[config.mk]
export PLATFORM = sky130hd
export DESIGN_NAME = slot_repeat_sequencer
export DESIGN_NICKNAME = d
export VERILOG_FILES = /design/src/design/slot_repeat_pkg.sv /design/src/design/slot_repeat_sequencer.sv
export SDC_FILE = /design/constraint.sdc
export NUM_CORES = 1
export LEC_CHECK = 0
export ABC_AREA = 1
export BUFFER_PORTS_ARGS = -buffer_cell sky130_fd_sc_hd__buf_2
export CORE_MARGIN = 2
export CORE_UTILIZATION = 53
export CTS_BUF_LIST = sky130_fd_sc_hd__clkbuf_4
export DETAILED_ROUTE_END_ITERATION = 7
export PLACE_DENSITY = 0.75
export SETUP_SLACK_MARGIN = 0.15
export SLEW_MARGIN = 25
export SYNTH_ARGS = -nofsm -noshare
export SYNTH_HDL_FRONTEND = slang
export SYNTH_SLANG_ARGS = --single-unit
[constraint.sdc]
create_clock -name ref_clk_in -period 2.17 [get_ports ref_clk_in]
set_clock_uncertainty 0.15 [all_clocks]
set_input_delay 0.1085 -clock ref_clk_in [delete_from_list [all_inputs] [get_ports ref_clk_in]]
set_output_delay 0.1085 -clock ref_clk_in [all_outputs]
set_load 0.005 [all_outputs]
[src/design/slot_repeat_pkg.sv]
// Notes on behaviour
// RULE1 - Each of the eight slots holds a two-bit repeat count v, and its entry plays v+1 times.
// RULE2 - Counts reset to zero, and a zero count plays the slot's entry once before moving on.
// RULE3 - Slot 1 uses bits 1-0 and slot 2 uses bits 3-2 of the register at offset slots_one_to_four_repeat.
// RULE4 - Slot 3 uses bits 5-4 and slot 4 uses bits 7-6 of the register at offset slots_one_to_four_repeat.
// RULE5 - Slot 5 uses bits 1-0 and slot 6 uses bits 3-2 of the register at offset slots_five_to_eight_repeat.
// RULE6 - Slot 7 uses bits 5-4 and slot 8 uses bits 7-6 of the register at offset slots_five_to_eight_repeat.
// RULE7 - Delay slots repeat too, and the sequencer moves on only after the last repetition.
// RULE8 - Every repeat field reads back the value last written, or zero after reset.
// RULE9 - On start, slots play in order from slot one up to the first zero identifier or slot eight.
// RULE10 - A set delay flag makes the seven-bit value an idle time of 10 ms per count.
// RULE11 - A pass count repeats the sequence; 7 loops until a trigger or the start bit ends it.
// RULE12 - The slot 3 field governs slot 3 itself.
// RULE13 - Repetition counts reload from their fields on every pass and every new start.
package slot_repeat_pkg;
	localparam logic [7:0] SLOTS_ONE_TO_FOUR_REPEAT_OFFSET = 8'h17;
	localparam logic [7:0] SLOTS_FIVE_TO_EIGHT_REPEAT_OFFSET = 8'h18;
	localparam logic [7:0] REPEAT_RESET_VALUE = 8'h00;
	localparam int REPEAT_FIELD_WIDTH = 2;
	localparam int SLOT_COUNT = 8;
	localparam int SLOTS_PER_REGISTER = 4;
	localparam logic [2:0] LAST_SLOT_INDEX = 3'h7;
	localparam logic [2:0] ENDLESS_PASS_COUNT = 3'h7;
	localparam int DELAY_FLAG_BIT = 7;
	localparam logic [6:0] STOP_IDENTIFIER = 7'h00;
	// Idle time per delay count, and the clock period it is counted in.
	localparam int DELAY_UNIT_MS = 10;
	localparam int CLOCK_PERIOD_PS = 5000;
	localparam longint DELAY_UNIT_PS = longint'(DELAY_UNIT_MS) * 64'd1000000000;
	localparam int DELAY_UNIT_CYCLES = int'(DELAY_UNIT_PS / CLOCK_PERIOD_PS);

	typedef enum logic [2:0] {
		SEQ_IDLE,
		SEQ_FETCH,
		SEQ_PLAY,
		SEQ_DELAY,
		SEQ_ADVANCE
	} seq_state_type;
endpackage

[src/design/slot_repeat_sequencer.sv]
`timescale 1ns/1ps
`default_nettype none
module slot_repeat_sequencer #(
	parameter int DELAY_UNIT_CYCLES = slot_repeat_pkg::DELAY_UNIT_CYCLES
) (
	input wire logic ref_clk_in,
	input wire logic resetn_in,
	input wire logic [7:0] reg_addr_in,
	input wire logic reg_wr_in,
	input wire logic [7:0] reg_wdata_in,
	input wire logic reg_rd_in,
	output logic [7:0] reg_rdata_out,
	input wire logic start_playback_in,
	input wire logic stop_trigger_in,
	input wire logic [2:0] sequence_pass_count_in,
	input wire logic [7:0] slot_entry_in,
	input wire logic effect_done_in,
	output logic [2:0] slot_index_out,
	output logic effect_start_out,
	output logic [6:0] slot_effect_value_out,
	output logic slot_delay_flag_out,
	output logic [1:0] repeats_left_out,
	output logic playing_out,
	output logic sequence_done_out
);
	// A zero-length tick would wrap the compare value, stretching each delay count to 2^32 cycles.
	if (DELAY_UNIT_CYCLES < 1) begin : g_bad_delay
		$error("DELAY_UNIT_CYCLES must be at least one");
	end

	logic [7:0] slots_one_to_four_repeat_reg;
	logic [7:0] slots_five_to_eight_repeat_reg;
	slot_repeat_pkg::seq_state_type state_reg;
	slot_repeat_pkg::seq_state_type state_next;
	logic start_seen_reg;
	logic [2:0] slot_reg;
	logic [1:0] repeat_left_reg;
	logic [2:0] pass_reg;
	logic [6:0] delay_left_reg;
	logic [31:0] tick_reg;
	logic start_rise;
	logic stop_now;
	logic [6:0] entry_value;
	logic entry_is_delay;
	logic entry_is_stop;
	logic last_slot;
	logic more_passes;
	logic tick_wrap;

	// Pick the two-bit count of one slot out of the two repeat registers.
	function automatic logic [1:0] slot_repeat(input logic [2:0] idx, input logic [7:0] low_reg,
			input logic [7:0] high_reg);
		logic [7:0] bank;
		logic [1:0] lane;
		bank = idx[2] ? high_reg : low_reg;
		lane = idx[1:0];
		case (lane)
			2'h0: slot_repeat = bank[1:0]; // RULE3 RULE5
			2'h1: slot_repeat = bank[3:2]; // RULE3 RULE5
			2'h2: slot_repeat = bank[5:4]; // RULE4 RULE6 RULE12
			default: slot_repeat = bank[7:6]; // RULE4 RULE6
		endcase
	endfunction

	// Decode of the entry currently presented for the selected slot.
	assign entry_value = slot_entry_in[6:0];
	assign entry_is_delay = slot_entry_in[slot_repeat_pkg::DELAY_FLAG_BIT]; // RULE10
	assign entry_is_stop = !entry_is_delay && (entry_value == slot_repeat_pkg::STOP_IDENTIFIER); // RULE9
	assign last_slot = (slot_reg == slot_repeat_pkg::LAST_SLOT_INDEX); // RULE9
	assign more_passes = (sequence_pass_count_in == slot_repeat_pkg::ENDLESS_PASS_COUNT) ||
		(pass_reg < sequence_pass_count_in); // RULE11
	assign start_rise = start_playback_in && !start_seen_reg;
	// Clearing the start bit or a trigger ends playback in any state.
	assign stop_now = !start_playback_in || stop_trigger_in; // RULE11
	assign tick_wrap = (tick_reg == 32'(DELAY_UNIT_CYCLES - 1));

	// Register writes; reserved bits do not exist, every bit is a field.
	always_ff @(posedge ref_clk_in or negedge resetn_in) begin
		if (!resetn_in) begin
			slots_one_to_four_repeat_reg <= slot_repeat_pkg::REPEAT_RESET_VALUE; // RULE2
			slots_five_to_eight_repeat_reg <= slot_repeat_pkg::REPEAT_RESET_VALUE; // RULE2
		end else if (reg_wr_in) begin
			if (reg_addr_in == slot_repeat_pkg::SLOTS_ONE_TO_FOUR_REPEAT_OFFSET) begin
				slots_one_to_four_repeat_reg <= reg_wdata_in; // RULE8
			end
			if (reg_addr_in == slot_repeat_pkg::SLOTS_FIVE_TO_EIGHT_REPEAT_OFFSET) begin
				slots_five_to_eight_repeat_reg <= reg_wdata_in; // RULE8
			end
		end
	end

	// Read data is registered one cycle after the read strobe; other addresses read zero.
	always_ff @(posedge ref_clk_in or negedge resetn_in) begin
		if (!resetn_in) begin
			reg_rdata_out <= 8'h00;
		end else if (reg_rd_in) begin
			if (reg_addr_in == slot_repeat_pkg::SLOTS_ONE_TO_FOUR_REPEAT_OFFSET) begin
				reg_rdata_out <= slots_one_to_four_repeat_reg; // RULE8
			end else if (reg_addr_in == slot_repeat_pkg::SLOTS_FIVE_TO_EIGHT_REPEAT_OFFSET) begin
				reg_rdata_out <= slots_five_to_eight_repeat_reg; // RULE8
			end else begin
				reg_rdata_out <= 8'h00;
			end
		end
	end

	// Edge detect on the start bit, so holding it high starts only one run.
	always_ff @(posedge ref_clk_in or negedge resetn_in) begin
		if (!resetn_in) begin
			start_seen_reg <= 1'b0;
		end else begin
			start_seen_reg <= start_playback_in;
		end
	end

	// Sequencer state transitions.
	always_comb begin
		state_next = state_reg;
		case (state_reg)
			slot_repeat_pkg::SEQ_IDLE: begin
				if (start_rise && !stop_trigger_in) begin
					state_next = slot_repeat_pkg::SEQ_FETCH; // RULE9
				end
			end
			slot_repeat_pkg::SEQ_FETCH: begin
				if (stop_now) begin
					state_next = slot_repeat_pkg::SEQ_IDLE;
				end else if (entry_is_stop) begin
					state_next = more_passes ? slot_repeat_pkg::SEQ_FETCH : slot_repeat_pkg::SEQ_IDLE;
				end else if (entry_is_delay) begin
					state_next = slot_repeat_pkg::SEQ_DELAY; // RULE10
				end else begin
					state_next = slot_repeat_pkg::SEQ_PLAY;
				end
			end
			slot_repeat_pkg::SEQ_PLAY: begin
				if (stop_now) begin
					state_next = slot_repeat_pkg::SEQ_IDLE;
				end else if (effect_done_in) begin
					state_next = slot_repeat_pkg::SEQ_ADVANCE;
				end
			end
			slot_repeat_pkg::SEQ_DELAY: begin
				if (stop_now) begin
					state_next = slot_repeat_pkg::SEQ_IDLE;
				end else if (delay_left_reg == 7'h00) begin
					state_next = slot_repeat_pkg::SEQ_ADVANCE; // RULE10
				end
			end
			slot_repeat_pkg::SEQ_ADVANCE: begin
				if (stop_now) begin
					state_next = slot_repeat_pkg::SEQ_IDLE;
				end else if (repeat_left_reg != 2'h0 || !last_slot || more_passes) begin
					state_next = slot_repeat_pkg::SEQ_FETCH; // RULE7 RULE11
				end else begin
					state_next = slot_repeat_pkg::SEQ_IDLE; // RULE9
				end
			end
			default: state_next = slot_repeat_pkg::SEQ_IDLE;
		endcase
	end

	always_ff @(posedge ref_clk_in or negedge resetn_in) begin
		if (!resetn_in) begin
			state_reg <= slot_repeat_pkg::SEQ_IDLE;
		end else begin
			state_reg <= state_next;
		end
	end

	// Slot pointer, per-slot repetitions and pass count move together.
	always_ff @(posedge ref_clk_in or negedge resetn_in) begin
		if (!resetn_in) begin
			slot_reg <= 3'h0;
			repeat_left_reg <= 2'h0;
			pass_reg <= 3'h0;
		end else if (state_reg == slot_repeat_pkg::SEQ_IDLE &&
				state_next == slot_repeat_pkg::SEQ_FETCH) begin
			slot_reg <= 3'h0; // RULE9
			pass_reg <= 3'h0;
			repeat_left_reg <= slot_repeat(3'h0, slots_one_to_four_repeat_reg,
				slots_five_to_eight_repeat_reg); // RULE13
		end else if (state_reg == slot_repeat_pkg::SEQ_FETCH && entry_is_stop && more_passes &&
				!stop_now) begin
			// A zero identifier ends this pass early; the next pass restarts at slot one.
			slot_reg <= 3'h0;
			if (sequence_pass_count_in != slot_repeat_pkg::ENDLESS_PASS_COUNT) begin
				pass_reg <= pass_reg + 3'h1;
			end
			repeat_left_reg <= slot_repeat(3'h0, slots_one_to_four_repeat_reg,
				slots_five_to_eight_repeat_reg); // RULE13
		end else if (state_reg == slot_repeat_pkg::SEQ_ADVANCE &&
				state_next == slot_repeat_pkg::SEQ_FETCH) begin
			if (repeat_left_reg != 2'h0) begin
				repeat_left_reg <= repeat_left_reg - 2'h1; // RULE1 RULE7
			end else if (!last_slot) begin
				slot_reg <= slot_reg + 3'h1; // RULE2 RULE9
				repeat_left_reg <= slot_repeat(slot_reg + 3'h1, slots_one_to_four_repeat_reg,
					slots_five_to_eight_repeat_reg); // RULE13
			end else begin
				slot_reg <= 3'h0; // RULE11
				if (sequence_pass_count_in != slot_repeat_pkg::ENDLESS_PASS_COUNT) begin
					pass_reg <= pass_reg + 3'h1;
				end
				repeat_left_reg <= slot_repeat(3'h0, slots_one_to_four_repeat_reg,
					slots_five_to_eight_repeat_reg); // RULE13
			end
		end
	end

	// Delay timing: a tick of one delay unit, restarted at each fetch, and the units still to wait.
	always_ff @(posedge ref_clk_in or negedge resetn_in) begin
		if (!resetn_in) begin
			delay_left_reg <= 7'h00;
			tick_reg <= 32'h00000000;
		end else if (state_reg == slot_repeat_pkg::SEQ_FETCH) begin
			delay_left_reg <= entry_value; // RULE10
			tick_reg <= 32'h00000000;
		end else if (state_reg == slot_repeat_pkg::SEQ_DELAY && delay_left_reg != 7'h00) begin
			if (tick_wrap) begin
				tick_reg <= 32'h00000000;
				delay_left_reg <= delay_left_reg - 7'h01; // RULE10
			end else begin
				tick_reg <= tick_reg + 32'h00000001;
			end
		end
	end

	// Outputs toward the waveform engine; the start pulse lasts one cycle.
	always_ff @(posedge ref_clk_in or negedge resetn_in) begin
		if (!resetn_in) begin
			effect_start_out <= 1'b0;
			slot_effect_value_out <= 7'h00;
			slot_delay_flag_out <= 1'b0;
			sequence_done_out <= 1'b0;
		end else begin
			effect_start_out <= (state_reg == slot_repeat_pkg::SEQ_FETCH) &&
				(state_next == slot_repeat_pkg::SEQ_PLAY); // RULE7
			if (state_reg == slot_repeat_pkg::SEQ_FETCH) begin
				slot_effect_value_out <= entry_value;
				slot_delay_flag_out <= entry_is_delay;
			end
			sequence_done_out <= (state_reg != slot_repeat_pkg::SEQ_IDLE) &&
				(state_next == slot_repeat_pkg::SEQ_IDLE) && !stop_now;
		end
	end

	assign slot_index_out = slot_reg;
	assign repeats_left_out = repeat_left_reg;
	assign playing_out = (state_reg != slot_repeat_pkg::SEQ_IDLE);
endmodule
`default_nettype wire

Word-level counts from Yosys, hierarchy flattened
Cells that the tools add are included.
{"block": "classes", "order_cmp": 1, "reduce_logical": 39, "n_eq_ne": 15, "addsub": 5, "mux": 38}
{"op": "$mux W32", "count": 3}
{"op": "$mux W3", "count": 16}
{"op": "$add A32 B1 Y32 const B", "count": 1}
{"op": "$eq A32 B21 Y1 const B", "count": 1}
{"op": "$mux W8", "count": 3}
{"op": "$mux W7", "count": 3}
{"op": "$eq A8 B5 Y1 const B", "count": 2}
{"op": "$pmux W3 S5", "count": 1}
{"op": "$logic_not A7 Y1", "count": 2}
{"op": "$mux W2", "count": 7}
{"op": "$logic_and A1 B1 Y1", "count": 12}
{"op": "$eq A3 B2 Y1 const B", "count": 3}
{"op": "$eq A3 B3 Y1 const B", "count": 3}
{"op": "$reduce_bool A3 Y1", "count": 3}
{"op": "$reduce_and A2 Y1", "count": 4}
{"op": "$reduce_bool A7 Y1", "count": 1}
{"op": "$sub A7 B1 Y7 const B", "count": 1}
{"op": "$add A3 B1 Y3 const B", "count": 2}
{"op": "$eq A3 B1 Y1 const B", "count": 2}
{"op": "$logic_not A1 Y1", "count": 6}
{"op": "$logic_not A3 Y1", "count": 2}
{"op": "$pmux W2 S3", "count": 1}
{"op": "$reduce_bool A2 Y1", "count": 3}
{"op": "$logic_or A1 B1 Y1", "count": 4}
{"op": "other kinds (9)", "count": 12}
{"block": "totals", "register_bits": 85, "inputBits": 34, "out_inout_bits": 24, "elab_cells": 112}

Depth between registers and ports, before layout
{"block": "depth", "depth_word": 12, "mapped_depth": 14, "mapped_depth_nobuf": 13}

Worst setup path after synthesis
Ideal clock, no wire load.
{"block": "synth_path", "path_kind": "reg2reg", "start": "register slot_reg[0], in the netlist slot_index_out[0]", "end": "register repeat_left_reg[0], in the netlist repeats_left_out[0]", "synth_period_minus_slack_ns": 2.046, "t_required_ns": 1.902, "slack_ns": 0.124, "arrival_time_ns": 1.779, "n_path_buf": 1, "path_stages_with_launch": 15, "setup_ns": 0.118, "path_cell_list": "dfrtp_1 > ha_1 > ha_1 > clkbuf_1 > inv_1 > a21oi_1 > nand3_1 > nand2_1 > nand2_1 > nand2_1 > nand2_1 > nand2_1 > nand2_1 > nand3_1 > nand2_1"}
{"block": "synth_via", "elab_chain_cells": 10, "elab_cells_between_ends": 22, "cone_classes": "1 x add/sub; 4 x eq/ne; 10 x mux; 7 x reduce/logical"}
{"element": "start, declared", "line_no": "slot_repeat_sequencer.sv:36", "rtl": "logic [2:0] slot_reg;"}
{"element": "start signal, assigned", "line_no": "slot_repeat_sequencer.sv:197", "rtl": "slot_reg <= slot_reg + 3'h1;"}
{"element": "parallel branches: the longest is 10 deep, another holds $add A3 B1 Y3"}
{"element": "end signal, assigned", "line_no": "slot_repeat_sequencer.sv:181", "rtl": "repeat_left_reg <= slot_repeat(3'h0, slots_one_to_four_repeat_reg,"}
{"element": "end signal, assigned", "line_no": "slot_repeat_sequencer.sv:195", "rtl": "repeat_left_reg <= repeat_left_reg - 2'h1;"}
{"element": "end signal, assigned", "line_no": "slot_repeat_sequencer.sv:198", "rtl": "repeat_left_reg <= slot_repeat(slot_reg + 3'h1, slots_one_to_four_repeat_reg,"}
{"element": "end, declared", "line_no": "slot_repeat_sequencer.sv:37", "rtl": "logic [1:0] repeat_left_reg;"}
Several ways; the timed one is not identified. The select of a mux whose other input is x is not followed.
A chain may end at the register's enable or synchronous reset.

Final worst setup path
{"block": "layout_path", "start": "register pass_reg[2]", "end": "register pass_reg[1]"}
{"block": "layout_via", "elab_chain_cells": 10, "elab_cells_between_ends": 20, "cone_classes": "1 x order compare; 2 x eq/ne; 8 x mux; 9 x reduce/logical"}
{"element": "start, declared", "line_no": "slot_repeat_sequencer.sv:38", "rtl": "logic [2:0] pass_reg;"}
{"element": "start signal, assigned", "line_no": "slot_repeat_sequencer.sv:188", "rtl": "pass_reg <= pass_reg + 3'h1;"}
{"element": "start signal, assigned", "line_no": "slot_repeat_sequencer.sv:203", "rtl": "pass_reg <= pass_reg + 3'h1;"}
{"element": "$lt A3 B3 Y1 (*)", "line_no": "slot_repeat_sequencer.sv:71", "rtl": "(pass_reg < sequence_pass_count_in);"}
{"element": "$logic_or A1 B1 Y1 (*)", "line_no": "slot_repeat_sequencer.sv:70", "rtl": "assign more_passes = (sequence_pass_count_in == slot_repeat_pkg::ENDLESS_PASS_COUNT) ||"}
{"element": "$mux W1 / $logic_or A1 B1 Y1 (equally long branches)", "line_no": "slot_repeat_sequencer.sv:129, slot_repeat_sequencer.sv:153"}
{"element": "$mux W2 / $mux W1 (equally long branches)", "line_no": "slot_repeat_sequencer.sv:128, slot_repeat_sequencer.sv:153"}
{"element": "$mux W2 / $mux W1 (equally long branches)", "line_no": "slot_repeat_sequencer.sv:126, slot_repeat_sequencer.sv:151"}
{"element": "$pmux W3 S5", "line_no": "slot_repeat_sequencer.sv:119", "rtl": "case (state_reg)"}
{"element": "$eq A3 B1 Y1", "line_no": "slot_repeat_sequencer.sv:178, slot_repeat_sequencer.sv:193"}
{"element": "$logic_and A1 B1 Y1 (on tied branches)", "line_no": "slot_repeat_sequencer.sv:177, slot_repeat_sequencer.sv:192"}
{"element": "$ne A3 B1 Y1 (no source line) / $reduce_bool A3 Y1 (equally long branches)"}
{"element": "$reduce_and A3 Y1 (no source line)"}
Mark *: on every way between the ends. The rest lies on a longest branch, timed or not.

==> flow_metrics.env <==
export IMPL_status="complete, no violations"
export IMPL_antenna_found_initial=0
export IMPL_regArea_um2=2130
export IMPL_vdd_drop_max_mv=0.439
export IMPL_p_leak_nw=3.27
export IMPL_final_setup_viol_count=0
export IMPL_reg2reg_depth=9
export IMPL_worstPathCellList="ha_4 -> a21oi_1 -> nand2_2 -> nand2_2 -> nand4_1 -> nand2_2 -> nand2_4 -> o21ai_0 -> nand2_1"
export IMPL_syn2layout_area_growth_pct=25.0
export IMPL_num_vias=5487
export IMPL_root_buffer="clkbuf_4"
export IMPL_wire_per_inst_um=15.2
export IMPL_clock_path_buffers=2
export IMPL_instances_no_fill=999
export IMPL_cp_start_kind="flip-flop"
export IMPL_postSynthAreaPerCell_um2=7.04
export IMPL_die_x_um=103
export IMPL_grt_pass1_wl_um=24100
export IMPL_routabilityCongestion=0.935
export IMPL_layout_common_cells="nand2_1, inv_1, dfrtp_1"
export IMPL_mostFrequentLayoutCell="nand2_1"
export IMPL_hold_class="primary input to flip-flop"
export IMPL_cp_max_fo=5
export IMPL_finalWorstSetupSlack_ns=0.119
export IMPL_synth_cells=738
export IMPL_critPathKind="flip-flop to flip-flop"
export IMPL_synth_top_area_share_pct=41.0
export IMPL_maxCapViolCount=0
export IMPL_yosys_warnings=0
export IMPL_worstSkewPairLatency_ns=0.46
export IMPL_hold_viol_final=0
export IMPL_grt_start_max_net_pins=54
export IMPL_period_needed_ns=2.05
export IMPL_synth_flop_cell="dfrtp_1"
export IMPL_final_cell_area_um2=6490
export IMPL_initial_core_util_pct=53.9
export IMPL_cp_common_cell="nand2_2"
export IMPL_fillers=823
export IMPL_dp_hpwl_um=10600
export IMPL_drv_slew=0
export IMPL_core_area_um2=9640
export IMPL_grt_ovfl_total=0
export IMPL_grtUsageTotal_pct=28.9
export IMPL_powerDensity_nw_per_um2=617
export IMPL_final_nets=906
export IMPL_drtIter0Drc=322
export IMPL_htreeDepth=3
export IMPL_cp_required_ns=2.36
export IMPL_clk_pin_slew_ns=0.16
export IMPL_ios=58
export IMPL_max_freq_mhz=488
export IMPL_dpl_cell_count=929
export IMPL_portBuffers=57
export IMPL_rsz0062_at_grt="true"
export IMPL_whs_path_depth=7
export IMPL_syn_area_um2=5190
export IMPL_critPathCaptureType="flip-flop"
export IMPL_path_delay_family="simple AND/OR/NAND/NOR gates"
export IMPL_cts_tree="yes"
export IMPL_drtAntennaViolNets=0
export IMPL_synthDistinctLibCells=38
export IMPL_synth_edff_count=0
export IMPL_clock_sinks=85
export IMPL_cpPeakStageDelay_ns=0.48
export IMPL_tightest_slew_ns=0.444
export IMPL_crit_arrival_ns=2.25
export IMPL_die_h_um=103
export IMPL_synth_seq_area_share_pct=41.0
export IMPL_fin_crit_sh_pct=94.5
export IMPL_synth_area_top_cells="dfrtp_1, nand2_1, inv_1, nand3_1, o21ai_0"
export IMPL_largest_reg_flops=32
export IMPL_relSlewSlack_pct=70.1
export IMPL_diodes=0
export IMPL_place_area_um2=5700
export IMPL_multi_input_area_um2=2760
export IMPL_vias_per_cell=5.49
export IMPL_numCtsBuffers=9
export IMPL_layout_drive_gt1_share_pct=18.5
export IMPL_crit_buf_inv=0
export IMPL_r2r_setup_slack_ns=0.12
export IMPL_pre_cts_slack_ns=0.0894
export IMPL_tns_ns=0
export IMPL_ys_ff_latch=85
export IMPL_synth_nets=783
export IMPL_holdWs_ns=0.0222
export IMPL_postRouteWirelength_um=15200
export IMPL_drc=0
export IMPL_synth_largest_area_cell="dfrtp_1"
export IMPL_firstDrtPassIters=5
export IMPL_fp_row_count=36
export IMPL_cp_num_cells=9
export IMPL_cp_slowest_cell="dfrtp_1"
export IMPL_dieArea_um2=10600
export IMPL_synth_async_reset_ratio_pct=100
export IMPL_grt_pass1_vias=5123
## final cells by class
| type | instances | share of cell area, % |
|---|---|---|
| well taps | 133 | 2.56 |
| clock buffers | 9 | 1.04 |
| repair buffers | 124 | 14.0 |
| clock inverters | 7 | 1.06 |
| inverters | 103 | 6.05 |
| flip-flops and latches | 85 | 32.8 |
| multi-input cells | 538 | 42.5 |
## timing repair
| item | 4_1_cts | 5_1_grt |
|---|---|---|
| pin swaps | 0 | 11 |
| gates cloned | 0 | 2 |
| setup buffers | 3 | 13 |
| hold buffers | 36 | 0 |
| gates resized for setup | 5 | 40 |
| hold endpoints to repair | 130 | 0 |
| endpoints found under the setup margin | 33 | 52 |
## where the power goes
| part | leakage [nW] | total (W) | switching, W | internal (W) |
|---|---|---|---|---|
| combinational | 2.08 | 0.00121 | 0.000689 | 0.000524 |
| sequential | 1.12 | 0.00186 | 0.000128 | 0.00173 |
| clock | 0.0751 | 0.000930 | 0.000662 | 0.000268 |
## synthesized netlist by cell type, types with 3 or more instances
master    instances
nand4_1          31
nand3_2           4
xnor2_1           3
buf_1             3
a31oi_1           6
a21oi_1          10
nand2_2           5
o21ai_0          55
inv_1            97
dfrtp_1          85
clkbuf_1          3
nor3_1           19
ha_1             11
inv_2             5
nor2_1           69
xor2_1            7
o22ai_1           3
buf_2             3
nand2_1         234
nand3_1          56
nor2_2            5
## worst reg2reg max path, delay by kind of cell (launching register included)
kind	cells	cell delay (ns)
flops	1	0.48
simple gates	6	0.77
compound gates	2	0.31
fa+ha+maj	1	0.24
## stage by stage
| step | power, W | utilization, % |
|---|---|---|
| after detailed placement | 0.00283 | 59.1 |
| final | 0.00401 | 67.3 |
| after CTS | 0.00382 | 64.8 |
| after floorplan | 0.00249 | - |
| after global routing | 0.00424 | 67.3 |
| after global placement | 0.00278 | 59.1 |
## routing by layer
layer / up-vias / global-route usage (%) / routed length [um]
met5: - / 0 / 0
met4: 0 / 11.0 / 451
met3: 52 / 3.66 / 874
met2: 240 / 49.2 / 7580
met1: 2558 / 37.8 / 6260
li1: 2637 / - / -
## cell families (layout without fill, tap and decap cells)
| group | after synthesis | count (layout) | share of synthesized area (%) |
|---|---|---|---|
| and+or+nand+nor | 433 | 434 | 37.2 |
| buffers and inverters | 117 | 243 | 8.91 |
| AOI/OAI and AO/OA | 82 | 83 | 8.62 |
| adders and majority gates | 11 | 11 | 2.65 |
| DFF | 85 | 85 | 41.0 |
| xor gates and xnor gates | 10 | 10 | 1.69 |
## final timing paths
check / start / to
hold reg to reg: slots_five_to_eight_repeat_reg[5] / slots_five_to_eight_repeat_reg[5]
setup reg to reg: pass_reg[2] / pass_reg[1]
setup / recovery: pass_reg[2] / pass_reg[1]
hold / removal: reg_addr_in[3] / reg_rdata_out[3]
min in group asynchronous: resetn_in / slot_effect_value_out[1]
max in group asynchronous: resetn_in / slot_index_out[1]
(Power assumes the default switching activity.)
